### config.mk
export PLATFORM = sky130hd
export DESIGN_NAME = spcr_port
export DESIGN_NICKNAME = d
export VERILOG_FILES = /design/src/shared/spcr_pkg.sv /design/src/rtl/spcr_port.sv /design/src/rtl/spcr_sync.sv
export SDC_FILE = /design/constraint.sdc
export NUM_CORES = 1
export LEC_CHECK = 0
export BUFFER_PORTS_ARGS = -buffer_cell sky130_fd_sc_hd__buf_2
export CAP_MARGIN = 20
export CORE_MARGIN = 2
export CORE_UTILIZATION = 55
export DETAILED_ROUTE_END_ITERATION = 7
export PLACE_DENSITY = 0.82
export SYNTH_ARGS = -nofsm -noshare
export SYNTH_HDL_FRONTEND = slang
export SYNTH_SLANG_ARGS = --single-unit
### constraint.sdc
create_clock -name clock_i -period 6.5 [get_ports clock_i]
set_clock_uncertainty 0.2 [all_clocks]
set_input_delay 0.65 -clock clock_i [delete_from_list [all_inputs] [get_ports clock_i]]
set_output_delay 0.65 -clock clock_i [all_outputs]
set_load 0.02 [all_outputs]
### src/shared/spcr_pkg.sv
// Package with offsets, field positions, reset values and states of the serial configuration port
package spcr_pkg;
  // Register offsets
  localparam logic [12:0] OFS_PORT_CONFIG = 13'h0000;
  localparam logic [12:0] OFS_VARIANT = 13'h0003;
  localparam logic [12:0] OFS_READBACK_SEL = 13'h0004;
  localparam logic [12:0] OFS_UPDATE_ALL = 13'h0232;
  // Field positions in the port configuration byte
  localparam int BIT_OUT_PIN_SEL = 0;
  localparam int BIT_LSB_FIRST = 1;
  localparam int BIT_SOFT_RESET = 2;
  localparam int BIT_LONG_INSTR = 3;
  // Field positions elsewhere
  localparam int BIT_READBACK_ACTIVE = 0;
  localparam int BIT_UPDATE_ALL = 0;
  // Values after reset: long instruction and its mirror set
  localparam logic [7:0] RST_PORT_CONFIG = 8'h18;
  localparam logic RST_READBACK_SEL = 1'b0;
  // Frame lengths in link clock bits
  localparam logic [4:0] LONG_INSTR_BITS = 5'h10;
  localparam logic [4:0] SHORT_INSTR_BITS = 5'h08;
  localparam logic [4:0] BYTE_BITS = 5'h08;
  // Transfer phases
  typedef enum logic [1:0] {ST_INSTR, ST_WRITE, ST_READ, ST_IGNORE} spcr_phase_type;
endpackage : spcr_pkg

### src/rtl/spcr_port.sv
// Serial control port with configuration, identification and readback registers
// Notes on behaviour
// - Only the long instruction is used; host keeps the width bit at one.
// - Width bit zero means 8-bit instruction, one means 16-bit; one after reset.
// - Writing one to soft reset returns internal registers to defaults.
// - Soft reset stays set until the host writes zero to it.
// - Bit order zero: MSB first, address decrements over multi-byte transfers.
// - Bit order one: LSB first, address increments over multi-byte transfers.
// - Pin select zero: shared pin reads and writes, separate pin floats.
// - Pin select one: writes on shared pin, reads on separate output pin.
// - Identification register is read only and returns the variant code.
// - Readback select zero: reads return buffer registers.
// - Readback select one: reads return active registers.
// - Update bit copies buffer to active and clears itself when done.
`timescale 1ns/1ns
module spcr_port #(
  parameter logic [7:0] VARIANT_CODE = 8'h5A // Arbitrary value
) (
  input wire logic clock_i,
  input wire logic nrst_i,
  input wire logic sclk_i,
  input wire logic cs_n_i,
  input wire logic sdio_i,
  output logic sdio_o,
  output logic sdio_oe_n_o,
  output logic sdo_o,
  output logic sdo_oe_n_o,
  output logic soft_reset_o,
  output logic readback_active_o,
  output logic update_pulse_o
);
  import spcr_pkg::*;

  // Whole state of the port in one word, filled by the comb process and registered once
  typedef struct packed {
    spcr_phase_type phase;
    logic sclk_q;
    logic [15:0] shift;
    logic [4:0] bcnt;
    logic [12:0] addr;
    logic [7:0] tx;
    logic out_bit;
    logic driving;
    logic [7:0] port_cfg;
    logic rb_buf;
    logic rb_act;
    logic upd;
    logic upd_pulse;
  } spcr_state_type;

  spcr_state_type r;
  spcr_state_type next_r;
  logic [2:0] pins_s;
  logic sclk_s;
  logic cs_n_s;
  logic din_s;

  // Pins cross into the clock domain through two flip-flops
  // Seen two clocks late, so each link clock level must last four clocks
  spcr_sync u_sync (
    .clock_i(clock_i),
    .nrst_i(nrst_i),
    .async_i({sclk_i, cs_n_i, sdio_i}),
    .sync_o(pins_s)
  );
  assign sclk_s = pins_s[2];
  assign cs_n_s = pins_s[1];
  assign din_s = pins_s[0];

  // Register readback, bank chosen by the active readback select
  function automatic logic [7:0] reg_read(input logic [12:0] a, input spcr_state_type s);
    logic [7:0] v;
    // Unmapped offsets read as zero
    v = 8'h00;
    if (a == OFS_PORT_CONFIG) begin
      v = s.port_cfg;
    end else if (a == OFS_VARIANT) begin
      v = VARIANT_CODE;
    end else if (a == OFS_READBACK_SEL) begin
      v[BIT_READBACK_ACTIVE] = s.rb_act ? s.rb_act : s.rb_buf;
    end else if (a == OFS_UPDATE_ALL) begin
      v[BIT_UPDATE_ALL] = s.upd;
    end
    return v;
  endfunction : reg_read

  // Next register address of a multi-byte transfer
  function automatic logic [12:0] step_addr(input logic [12:0] a, input logic lsb);
    return lsb ? 13'(a + 13'h0001) : 13'(a - 13'h0001);
  endfunction : step_addr

  // Received byte in the order chosen
  function automatic logic [7:0] rx_byte(input logic [15:0] sh, input logic lsb);
    return lsb ? sh[15:8] : sh[7:0];
  endfunction : rx_byte

  // Transfer sequencing and register updates
  always_comb begin
    logic lsb;
    logic long_mode;
    logic rise;
    logic fall;
    logic [15:0] sh;
    logic [15:0] instr;
    logic [7:0] wb;
    lsb = r.port_cfg[BIT_LSB_FIRST];
    long_mode = r.port_cfg[BIT_LONG_INSTR];
    // Edges of the synchronised link clock, which idles high after reset
    rise = sclk_s && !r.sclk_q;
    fall = !sclk_s && r.sclk_q;
    sh = lsb ? {din_s, r.shift[15:1]} : {r.shift[14:0], din_s};
    instr = 16'h0000;
    wb = 8'h00;
    // Every field holds unless a branch below changes it
    next_r = r;
    next_r.sclk_q = sclk_s;
    next_r.upd_pulse = 1'b0;
    // Self-clearing update moves buffered values into the active bank
    if (r.upd) begin
      next_r.rb_act = r.rb_buf;
      next_r.upd = 1'b0;
      next_r.upd_pulse = 1'b1;
    end
    // A raised select drops any partial byte and frees the pins
    if (cs_n_s) begin
      next_r.phase = ST_INSTR;
      next_r.bcnt = 5'h00;
      next_r.driving = 1'b0;
    end else if (rise) begin
      next_r.shift = sh;
      next_r.bcnt = 5'(r.bcnt + 5'h01);
      case (r.phase)
        ST_INSTR: begin
          if (next_r.bcnt == (long_mode ? LONG_INSTR_BITS : SHORT_INSTR_BITS)) begin
            if (long_mode) begin
              instr = sh;
            end else begin
              // Short form: read flag in bit 7, five address bits below
              instr = {8'h00, rx_byte(sh, lsb)};
              instr[15] = instr[7];
              instr[12:0] = {8'h00, instr[4:0]};
            end
            next_r.addr = instr[12:0];
            next_r.bcnt = 5'h00;
            next_r.phase = instr[15] ? ST_READ : ST_WRITE;
            next_r.tx = reg_read(instr[12:0], r);
            next_r.driving = instr[15];
          end
        end
        ST_WRITE: begin
          if (next_r.bcnt == BYTE_BITS) begin
            wb = rx_byte(sh, lsb);
            // Identification and unmapped offsets ignore writes
            if (r.addr == OFS_PORT_CONFIG) begin
              next_r.port_cfg = wb;
            end else if (r.addr == OFS_READBACK_SEL) begin
              next_r.rb_buf = wb[BIT_READBACK_ACTIVE];
            end else if (r.addr == OFS_UPDATE_ALL) begin
              next_r.upd = wb[BIT_UPDATE_ALL];
            end
            next_r.addr = step_addr(r.addr, lsb);
            next_r.bcnt = 5'h00;
          end
        end
        ST_READ: begin
          if (next_r.bcnt == BYTE_BITS) begin
            next_r.addr = step_addr(r.addr, lsb);
            // Next byte is captured now, so later writes miss it
            next_r.tx = reg_read(next_r.addr, r);
            next_r.bcnt = 5'h00;
          end
        end
        default: begin
          next_r.bcnt = 5'h00;
        end
      endcase
    end else if (fall && r.phase == ST_READ) begin
      // Present the next bit after each falling edge
      next_r.out_bit = lsb ? r.tx[0] : r.tx[7];
      next_r.tx = lsb ? {1'b0, r.tx[7:1]} : {r.tx[6:0], 1'b0};
    end
    // Soft reset holds every register at its default while set
    // Forcing it each cycle keeps the reset in force until the host clears it
    if (next_r.port_cfg[BIT_SOFT_RESET]) begin
      next_r.port_cfg = RST_PORT_CONFIG;
      next_r.port_cfg[BIT_SOFT_RESET] = 1'b1;
      next_r.rb_buf = RST_READBACK_SEL;
      next_r.rb_act = RST_READBACK_SEL;
      next_r.upd = 1'b0;
    end
  end

  // State register
  always_ff @(posedge clock_i or negedge nrst_i) begin
    if (!nrst_i) begin
      r.phase <= ST_INSTR;
      r.sclk_q <= 1'b1;
      r.shift <= 16'h0000;
      r.bcnt <= 5'h00;
      r.addr <= 13'h0000;
      r.tx <= 8'h00;
      r.out_bit <= 1'b0;
      r.driving <= 1'b0;
      r.port_cfg <= RST_PORT_CONFIG;
      r.rb_buf <= RST_READBACK_SEL;
      r.rb_act <= RST_READBACK_SEL;
      r.upd <= 1'b0;
      r.upd_pulse <= 1'b0;
    end else begin
      r <= next_r;
    end
  end

  // Pin drivers: shared pin or separate output pin carries read data
  // The same bit feeds both pins; only the enables tell them apart
  assign sdio_o = r.out_bit;
  assign sdo_o = r.out_bit;
  assign sdio_oe_n_o = !(r.driving && !r.port_cfg[BIT_OUT_PIN_SEL]);
  assign sdo_oe_n_o = !(r.driving && r.port_cfg[BIT_OUT_PIN_SEL]);
  assign soft_reset_o = r.port_cfg[BIT_SOFT_RESET];
  assign readback_active_o = r.rb_act;
  assign update_pulse_o = r.upd_pulse;
endmodule : spcr_port

### src/rtl/spcr_sync.sv
// Two-stage synchroniser for the serial pins
`timescale 1ns/1ns
module spcr_sync (
  input wire logic clock_i,
  input wire logic nrst_i,
  input wire logic [2:0] async_i,
  output logic [2:0] sync_o
);
  logic [2:0] stage1;

  // First stage feeds only the second
  always_ff @(posedge clock_i or negedge nrst_i) begin
    if (!nrst_i) begin
      stage1 <= 3'h7;
      sync_o <= 3'h7;
    end else begin
      stage1 <= async_i;
      sync_o <= stage1;
    end
  end
endmodule : spcr_sync

==> results of run 1 <==
[metrics by stage]
step | utilization [%] | std cells
CTS | 61.5 | 628
global placement | 58.8 | 612
finish | 61.5 | 628
floorplan | - | 519
global route | 61.5 | 628
detailed placement | 58.8 | 612
[power groups by stage]
stage,logic [µW],registers (µW),clock network [µW]
2_1_floorplan,65.2,448,0
3_3_place_gp,91.4,459,0
3_5_place_dp,93.1,459,0
4_1_cts,92.8,452,365
5_1_grt,106,456,385
6_report,93.8,453,364
[cells by family after synthesis]
kind of cell / share of synthesized area [%]
compound gates: 25.1
fa+ha+maj: 5.73
simple gates: 22.3
mux: 6.14
flops: 36.4
buf+inv: 3.42
xor+xnor: 0.973
[registers in the layout, summed over array words and instances (netlist names)]
name / count
readback_active_o: 1
u_sync.stage1: 3
u_sync.sync_o: 3
sdio_o: 1
soft_reset_o: 1
update_pulse_o: 1
r: 55
[layout by cell type, fill, tap and decap left out, drive strengths merged, types with 4 or more instances in the layout]
cell type,synthesis,layout
a21o,5,5
o221ai,6,6
clkbuf,17,14
a22oi,6,6
dfstp,9,9
o21bai,4,4
nor2b,9,9
o21ai,48,48
nand3,18,18
mux2,5,5
inv,12,12
a21oi,44,44
buf,7,15
nor3,13,13
ha,19,19
mux2i,22,22
a31oi,5,5
o32a,4,4
nand2b,7,7
or2,6,6
nand2,52,52
and3,9,9
a211o,5,5
and2,9,9
a21boi,4,4
dfrtp,56,56
a32oi,5,5
nor4,7,7
o211ai,4,4
nor3b,4,4
o21a,10,10
nor2,40,40
[cells in the mapped netlist, drive strengths merged, types with 3 or more instances]
library cell  number
dfrtp             56
nand2             52
o21ai             48
a21oi             44
nor2              40
mux2i             22
ha                19
nand3             18
clkbuf            17
nor3              13
inv               12
o21a              10
and2               9
and3               9
dfstp              9
nor2b              9
buf                7
nand2b             7
nor4               7
a22oi              6
o221ai             6
or2                6
a211o              5
a21o               5
a31oi              5
a32oi              5
mux2               5
a21boi             4
nor3b              4
o211ai             4
o21bai             4
o32a               4
a211oi             3
a2bb2oi            3
and4               3
nand4              3
nor4b              3
or4                3
xor2               3
[how the worst max path moves through the flow]
stage                 end  startpoint
finish              r[16]        r[5]
global route        r[16]        r[5]
CTS                 r[16]        r[5]
detailed placement  r[19]        r[5]
global placement    r[16]        r[5]
floorplan           r[16]        r[5]
[final cells by class]
class / instances / area [µm²] / area share (%)
inverters: 13 / 48.8 / 1.01
flip-flops and latches: 65 / 1640 / 33.9
multi-input cells: 417 / 2720 / 56.3
clock inverters: 2 / 37.5 / 0.778
repair buffers: 15 / 85.1 / 1.76
clock buffers: 14 / 173 / 3.58
well taps: 102 / 128 / 2.65
[per-layer routing]
layer | GRT usage, % | up-vias
li1 | - | 1934
met1 | 39.3 | 1988
met2 | 41.0 | 182
met3 | 5.67 | 23
met4 | 7.00 | 0
met5 | 0 | -
==> metrics.json, run 1 <==
{
  "outcome": {
    "status": "completed"
  },
  "route": {
    "firstDrtPassIters": 5,
    "topRoutingLayerUsed": "met4",
    "route.antenna.remaining_nets": 0,
    "met3WireLength_um": 849,
    "wirelength_met1_mm": 5.15,
    "drt_wl_total_mm": 11.4,
    "num_vias": 4127,
    "final_routed_drc_violation_total": 0,
    "drt_iter0_markers": 390,
    "routed_length_per_placed_instance_um": 18.2,
    "avg_vias_per_cell": 6.57,
    "met2RoutedLength_mm": 5.19
  },
  "floorplanning": {
    "boundaryPins": 12,
    "floorplan.initialDensity_pct": 57.4,
    "die_area_mm2": 0.00892,
    "chipWidth_um": 94.5,
    "placementRows": 32,
    "chipHeight_um": 94.5,
    "core_area_mm2": 0.00785
  },
  "placed_design": {
    "dp_slack_ns": 1.78,
    "placed_cell_area_mm2": 0.00461,
    "io_buffer_count": 11,
    "gp_routability_congestion": 0.969,
    "half_perimeter_wire_length_after_detailed_placement_mm": 8.37
  },
  "layout": {
    "area.growth.synth_to_final_pct": 7.17,
    "drive_above_1_share_pct": 11.2,
    "post_layout_nets": 546,
    "fin_area_mm2": 0.00482,
    "ant_diodes": 0,
    "count_of_fill_cells_added_during_filler_insertion": 705
  },
  "pwr": {
    "power.share.switching_pct": 26.7,
    "power_frac_seq_pct": 49.7,
    "power.net_switching_uw": 243,
    "vdd_ir_drop_max_v": 0.000141,
    "cell_internal_pwr_uw": 668,
    "total_power_uw": 911,
    "power.leakage_uw": 0.00206,
    "power-per-cell-area_mw_per_mm2": 189,
    "share_comb_of_total_power_pct": 10.3,
    "p_clk_share_pct": 40.0
  },
  "clock_tree": {
    "clock_tree_from_tritoncts": "built",
    "numClockSinks": 65,
    "cts_made_buffers": 9,
    "post-cts-setup-buffer-count": 0,
    "clock_tree.buffer_depth": 2,
    "clk-insertion-delay-late_ns": 0.35,
    "cts.repair.resized": 0,
    "cts-root-buf": "sky130_fd_sc_hd__clkbuf_8",
    "clk_transition_reported_paths_ns": 0.07,
    "clock_tree.htree_level_count": 3,
    "cts.hold.buffers_added": 0
  },
  "sta": {
    "achievable-frequency_mhz": 208,
    "postLayoutSetupSlackWorst_ns": 1.70,
    "timing.final.hold_violations": 0,
    "max-slew-margin-rel_pct": 43.0,
    "grt_setup_unrepaired": "false",
    "worst_slew_pin_slew_ns": 0.852,
    "timing_max_transition_violations_final": 0,
    "fin_worst_hold_slack_ns": 0.148,
    "layout_worst_path_cycle_share_pct": 73.9,
    "setup_viol": 0,
    "finalCriticalPeriod_ns": 4.80,
    "fin_setup_tns_ns": 0
  },
  "hold_path": {
    "hold_start": "u_sync.stage1[1]",
    "timing.hold.worst.class": "flop to flop",
    "min_delay_worst_endpoint": "u_sync.sync_o[1]",
    "whs_path_depth": 0
  },
  "worst_setup_path": {
    "worstSetupPathType": "flop to flop",
    "critical_path_fanouts_max": 51,
    "worst-r2r-setup-slack_ns": 1.70,
    "crit_path_max_incr_delay_ns": 0.77,
    "rr_worst_depth": 10,
    "timing.critical_path.cells": "buf_4, clkinv_1, fa_1, a211o_2, a211o_1, a311oi_1, o221ai_1, nor4_4, a41oi_2, o21ai_1",
    "arrival_ns": 4.88,
    "gate_family_responsible_for_the_most_delay_along_the_worst_path": "compound AO/OA/AOI/OAI gates",
    "timing.critical_path.depth": 10,
    "startpoint_of_the_most_critical_register_to_register_path": "r[5]",
    "critical_path.reg2reg.endpoint": "r[16]",
    "cp.required_ns": 6.57,
    "cp-end-kind": "flop",
    "timing.critical_path.from_type": "flop",
    "crit_buf_inv": 2,
    "cpMaxStageDelayCell": "sky130_fd_sc_hd__fa_1"
  },
  "synth": {
    "yosys_warnings": 0,
    "ys_top_cells_by_area": "sky130_fd_sc_hd__dfrtp_1 (31%), sky130_fd_sc_hd__ha_1 (5.3%), sky130_fd_sc_hd__dfstp_2 (5.3%), sky130_fd_sc_hd__a21oi_1 (4.9%), sky130_fd_sc_hd__mux2i_1 (4.9%)",
    "post_synthesis_cell_area_mm2": 0.00450,
    "post_synthesis_cell_type_with_the_largest_combined_area": "sky130_fd_sc_hd__dfrtp_1",
    "synth_async_sr_flop_share_pct": 100,
    "synth.top_cell.area_share_pct": 31.1,
    "synth.net_count": 544,
    "postSynthAreaPerCell_um2": 8.67,
    "synth_enable_flop_cells": 0,
    "post_synth_num_cell_types": 68,
    "yosys_most_used_dff": "sky130_fd_sc_hd__dfrtp_1",
    "synth.ff_latch_count": 65,
    "syn_inst": 519,
    "seq_area_frac_synth_pct": 36.4
  },
  "global_route": {
    "grt_first_pass_wirelength_mm": 18.7,
    "largest_net_degree_at_the_start_of_global_routing": 66,
    "grt_usage_pct": 26.9,
    "first_global_vias": 3671,
    "grt_antenna_before_repair": 0,
    "grt_overflow": 0
  },
  "run": {
    "drv_cap": 0
  }
}
No activity file was read; power rests on OpenSTA's default activity.
==> run 2, diff against run 1 <==
Settings changed: PLACE_DENSITY 0.82 to 0.84.
Clock period 6.5 ns to 4.3 ns, I/O delays scaled along.
==> run 2 against run 1 <==
Clock power is 48% higher. Via count increased by 2.4%. Sequential power rose by 51%. Die area did not move. Maximum frequency up 33%. Core utilization is 0.62 points higher. Wire length grew 4.6%. Flip-flop and latch count did not move. Largest power group unchanged.
==> metrics.json, run 2 (same netlist as run 1, synthesis figures left out) <==
{
  "outcome": {
    "status": {"value": "completed", "change": "unchanged"}
  },
  "sta": {
    "worst_slew_pin_slew": {"value": 0.771, "unit": "ns", "change": "was 0.852 ns"},
    "achievable-frequency": {"value": 276, "unit": "MHz", "change": "was 208 MHz"},
    "max-slew-margin-rel": {"value": 48.4, "unit": "%", "change": "was 43.0%"},
    "setup_viol": {"value": 0, "change": "unchanged"},
    "grt_setup_unrepaired": {"value": "false", "change": "unchanged"},
    "layout_worst_path_cycle_share": {"value": 84.1, "unit": "%", "change": "was 73.9%"},
    "postLayoutSetupSlackWorst": {"value": 0.682, "unit": "ns", "change": "was 1.70 ns"},
    "finalCriticalPeriod": {"value": 3.62, "unit": "ns", "change": "was 4.80 ns"},
    "timing_max_transition_violations_final": {"value": 0, "change": "unchanged"},
    "fin_setup_tns": {"value": 0, "unit": "ns", "change": "unchanged"},
    "timing.final.hold_violations": {"value": 0, "change": "unchanged"}
  },
  "worst_setup_path": {
    "arrival": {"value": 3.70, "unit": "ns", "change": "was 4.88 ns"},
    "timing.critical_path.cells": {"value": "clkinv_1, buf_4, ha_1, o21a_2, a2111o_1, and2_4, o311a_4, nor4_4, a41oi_2, o21ai_1", "change": "was buf_4, clkinv_1, fa_1, a211o_2, a211o_1, a311oi_1, o221ai_1, nor4_4, a41oi_2, o21ai_1"},
    "gate_family_responsible_for_the_most_delay_along_the_worst_path": {"value": "compound AO/OA/AOI/OAI gates", "change": "unchanged"},
    "cp-end-kind": {"value": "flop", "change": "unchanged"},
    "timing.critical_path.from_type": {"value": "flop", "change": "unchanged"},
    "crit_path_max_incr_delay": {"value": 0.61, "unit": "ns", "change": "was 0.77 ns"},
    "worstSetupPathType": {"value": "flop to flop", "change": "unchanged"},
    "cp.required": {"value": 4.38, "unit": "ns", "change": "was 6.57 ns"},
    "critical_path_fanouts_max": {"value": 15, "change": "was 51"},
    "crit_buf_inv": {"value": 2, "change": "unchanged"},
    "cpMaxStageDelayCell": {"value": "sky130_fd_sc_hd__nor4_4", "change": "was sky130_fd_sc_hd__fa_1"}
  },
  "placed_design": {
    "dp_slack": {"value": 0.747, "unit": "ns", "change": "was 1.78 ns"},
    "io_buffer_count": {"value": 11, "change": "unchanged"},
    "gp_routability_congestion": {"value": 0.930, "change": "was 0.969"},
    "half_perimeter_wire_length_after_detailed_placement": {"value": 8.84, "unit": "mm", "change": "was 8.37 mm"},
    "placed_cell_area": {"value": 0.00463, "unit": "mm²", "change": "was 0.00461 mm²"}
  },
  "global_route": {
    "grt_antenna_before_repair": {"value": 0, "change": "unchanged"},
    "largest_net_degree_at_the_start_of_global_routing": {"value": 51, "change": "was 66"},
    "grt_first_pass_wirelength": {"value": 19.5, "unit": "mm", "change": "was 18.7 mm"},
    "grt_overflow": {"value": 0, "change": "unchanged"},
    "grt_usage": {"value": 28.3, "unit": "%", "change": "was 26.9%"},
    "first_global_vias": {"value": 3999, "change": "was 3,671"}
  },
  "layout": {
    "final_cell_mix": {"value": "sky130_fd_sc_hd__dfrtp_1 (56), sky130_fd_sc_hd__nand2_1 (52), sky130_fd_sc_hd__a21oi_1 (44)", "change": "unchanged"},
    "largest_reg_flops": {"value": 55, "change": "unchanged"},
    "count_of_fill_cells_added_during_filler_insertion": {"value": 687, "change": "was 705"},
    "drive_above_1_share": {"value": 11.8, "unit": "%", "change": "was 11.2%"},
    "area.growth.synth_to_final": {"value": 8.25, "unit": "%", "change": "was 7.17%"},
    "ant_diodes": {"value": 0, "change": "unchanged"},
    "post_layout_nets": {"value": 552, "change": "was 546"},
    "regMostFlops": {"value": "r", "change": "unchanged"},
    "reg_top3": {"value": "r: 55 flops, u_sync.stage1: 3 flops, u_sync.sync_o: 3 flops", "change": "unchanged"},
    "finalCoreUtilization": {"value": 62.1, "unit": "%", "change": "was 61.5%"},
    "final_common_cell": {"value": "sky130_fd_sc_hd__dfrtp_1", "change": "unchanged"},
    "fin_area": {"value": 0.00487, "unit": "mm²", "change": "was 0.00482 mm²"}
  },
  "floorplanning": {
    "floorplan.initialDensity": {"value": 57.4, "unit": "%", "change": "unchanged"},
    "die_area": {"value": 0.00892, "unit": "mm²", "change": "unchanged"},
    "chipHeight": {"value": 94.5, "unit": "µm", "change": "unchanged"},
    "boundaryPins": {"value": 12, "change": "unchanged"},
    "placementRows": {"value": 32, "change": "unchanged"},
    "core_area": {"value": 0.00785, "unit": "mm²", "change": "unchanged"},
    "chipWidth": {"value": 94.5, "unit": "µm", "change": "unchanged"}
  },
  "hold_path": {
    "timing.hold.worst.class": {"value": "flop to flop", "change": "unchanged"}
  },
  "clock_tree": {
    "clk-insertion-delay-late": {"value": 0.36, "unit": "ns", "change": "was 0.35 ns"},
    "cts.hold.buffers_added": {"value": 4, "change": "was 0"},
    "cts_made_buffers": {"value": 9, "change": "unchanged"},
    "clk_transition_reported_paths": {"value": 0.07, "unit": "ns", "change": "about the same"},
    "numClockSinks": {"value": 65, "change": "unchanged"},
    "cts-root-buf": {"value": "sky130_fd_sc_hd__clkbuf_8", "change": "unchanged"},
    "cts.repair.resized": {"value": 0, "change": "unchanged"},
    "clock_tree_from_tritoncts": {"value": "built", "change": "unchanged"},
    "clock_tree.htree_level_count": {"value": 3, "change": "unchanged"},
    "clock_tree.buffer_depth": {"value": 2, "change": "unchanged"},
    "post-cts-setup-buffer-count": {"value": 0, "change": "unchanged"}
  },
  "route": {
    "num_vias": {"value": 4225, "change": "was 4,127"},
    "final_routed_drc_violation_total": {"value": 0, "change": "unchanged"},
    "drt_iter0_markers": {"value": 401, "change": "was 390"},
    "firstDrtPassIters": {"value": 5, "change": "unchanged"},
    "drt_wl_total": {"value": 11.9, "unit": "mm", "change": "was 11.4 mm"},
    "routed_length_per_placed_instance": {"value": 18.8, "unit": "µm", "change": "was 18.2 µm"},
    "avg_vias_per_cell": {"value": 6.66, "change": "was 6.57"},
    "route.antenna.remaining_nets": {"value": 0, "change": "unchanged"}
  },
  "pwr": {
    "vdd_ir_drop_max": {"value": 0.000187, "unit": "V", "change": "was 0.000141 V"},
    "total_power": {"value": 1370, "unit": "µW", "change": "was 911 µW"},
    "power-per-cell-area": {"value": 282, "unit": "mW/mm²", "change": "was 189 mW/mm²"},
    "power.leakage": {"value": 0.00208, "unit": "µW", "change": "was 0.00206 µW"}
  },
  "run": {
    "drv_cap": {"value": 0, "change": "unchanged"}
  }
}
-- run 2: cell types whose count changed in the layout (fill, tap and decap cells not counted), sizes merged --
| cell | change |
|---|---|
| buf | +2 |
| clkbuf | -4 |
| inv | +1 |
| dlygate4sd3 | +4 |
| clkinv | +1 |
| clkinvlp | +2 |
-- run 2: final timing paths --
check | from | to | slack [ns] | depth (start not counted)
min in group asynchronous | nrst_i | r[45] | 0.42 | 2
hold / removal | u_sync.stage1[1] | u_sync.sync_o[1] | 0.16 | 0
setup / recovery | r[5] | r[19] | 0.68 | 10
max in group asynchronous | nrst_i | u_sync.sync_o[0] | 2.52 | 3
hold reg to reg | u_sync.stage1[1] | u_sync.sync_o[1] | 0.16 | 0
setup reg to reg | r[5] | r[19] | 0.68 | 10
-- run 2: cell type report --
type / instances / area, µm² / share of cell area [%]
clock inverter: 6 / 66.3 / 1.36
timing repair buffer: 21 / 140 / 2.88
inverter: 13 / 48.8 / 1.00
tap: 102 / 128 / 2.62
clock buffer: 10 / 138 / 2.82
multi-input combinational: 417 / 2720 / 55.7
sequential: 65 / 1640 / 33.6
-- run 2: per-stage QoR --
stage | hold slack [ns] | std cells
2_1_floorplan | -0.0656 | 519
3_3_place_gp | 0.146 | 614
3_5_place_dp | 0.150 | 614
4_1_cts | 0.161 | 634
5_1_grt | 0.165 | 634
6_report | 0.159 | 634
-- run 2: routing by layer --
metal / vias to the layer above / GRT usage [%] / wire length (µm)
li1: 1951 / - / -
met1: 2005 / 39.3 / 5260
met2: 218 / 41.7 / 5260
met3: 51 / 7.26 / 950
met4: 0 / 12.9 / 469
met5: - / 0 / 0
-- run 2: report_power, final --
group          leakage [µW]  internal, µW  total, µW  switching, µW
Clock             0.0000949           284        540            256
Combinational       0.00112          53.7        148           94.7
Sequential         0.000864           642        686           43.9
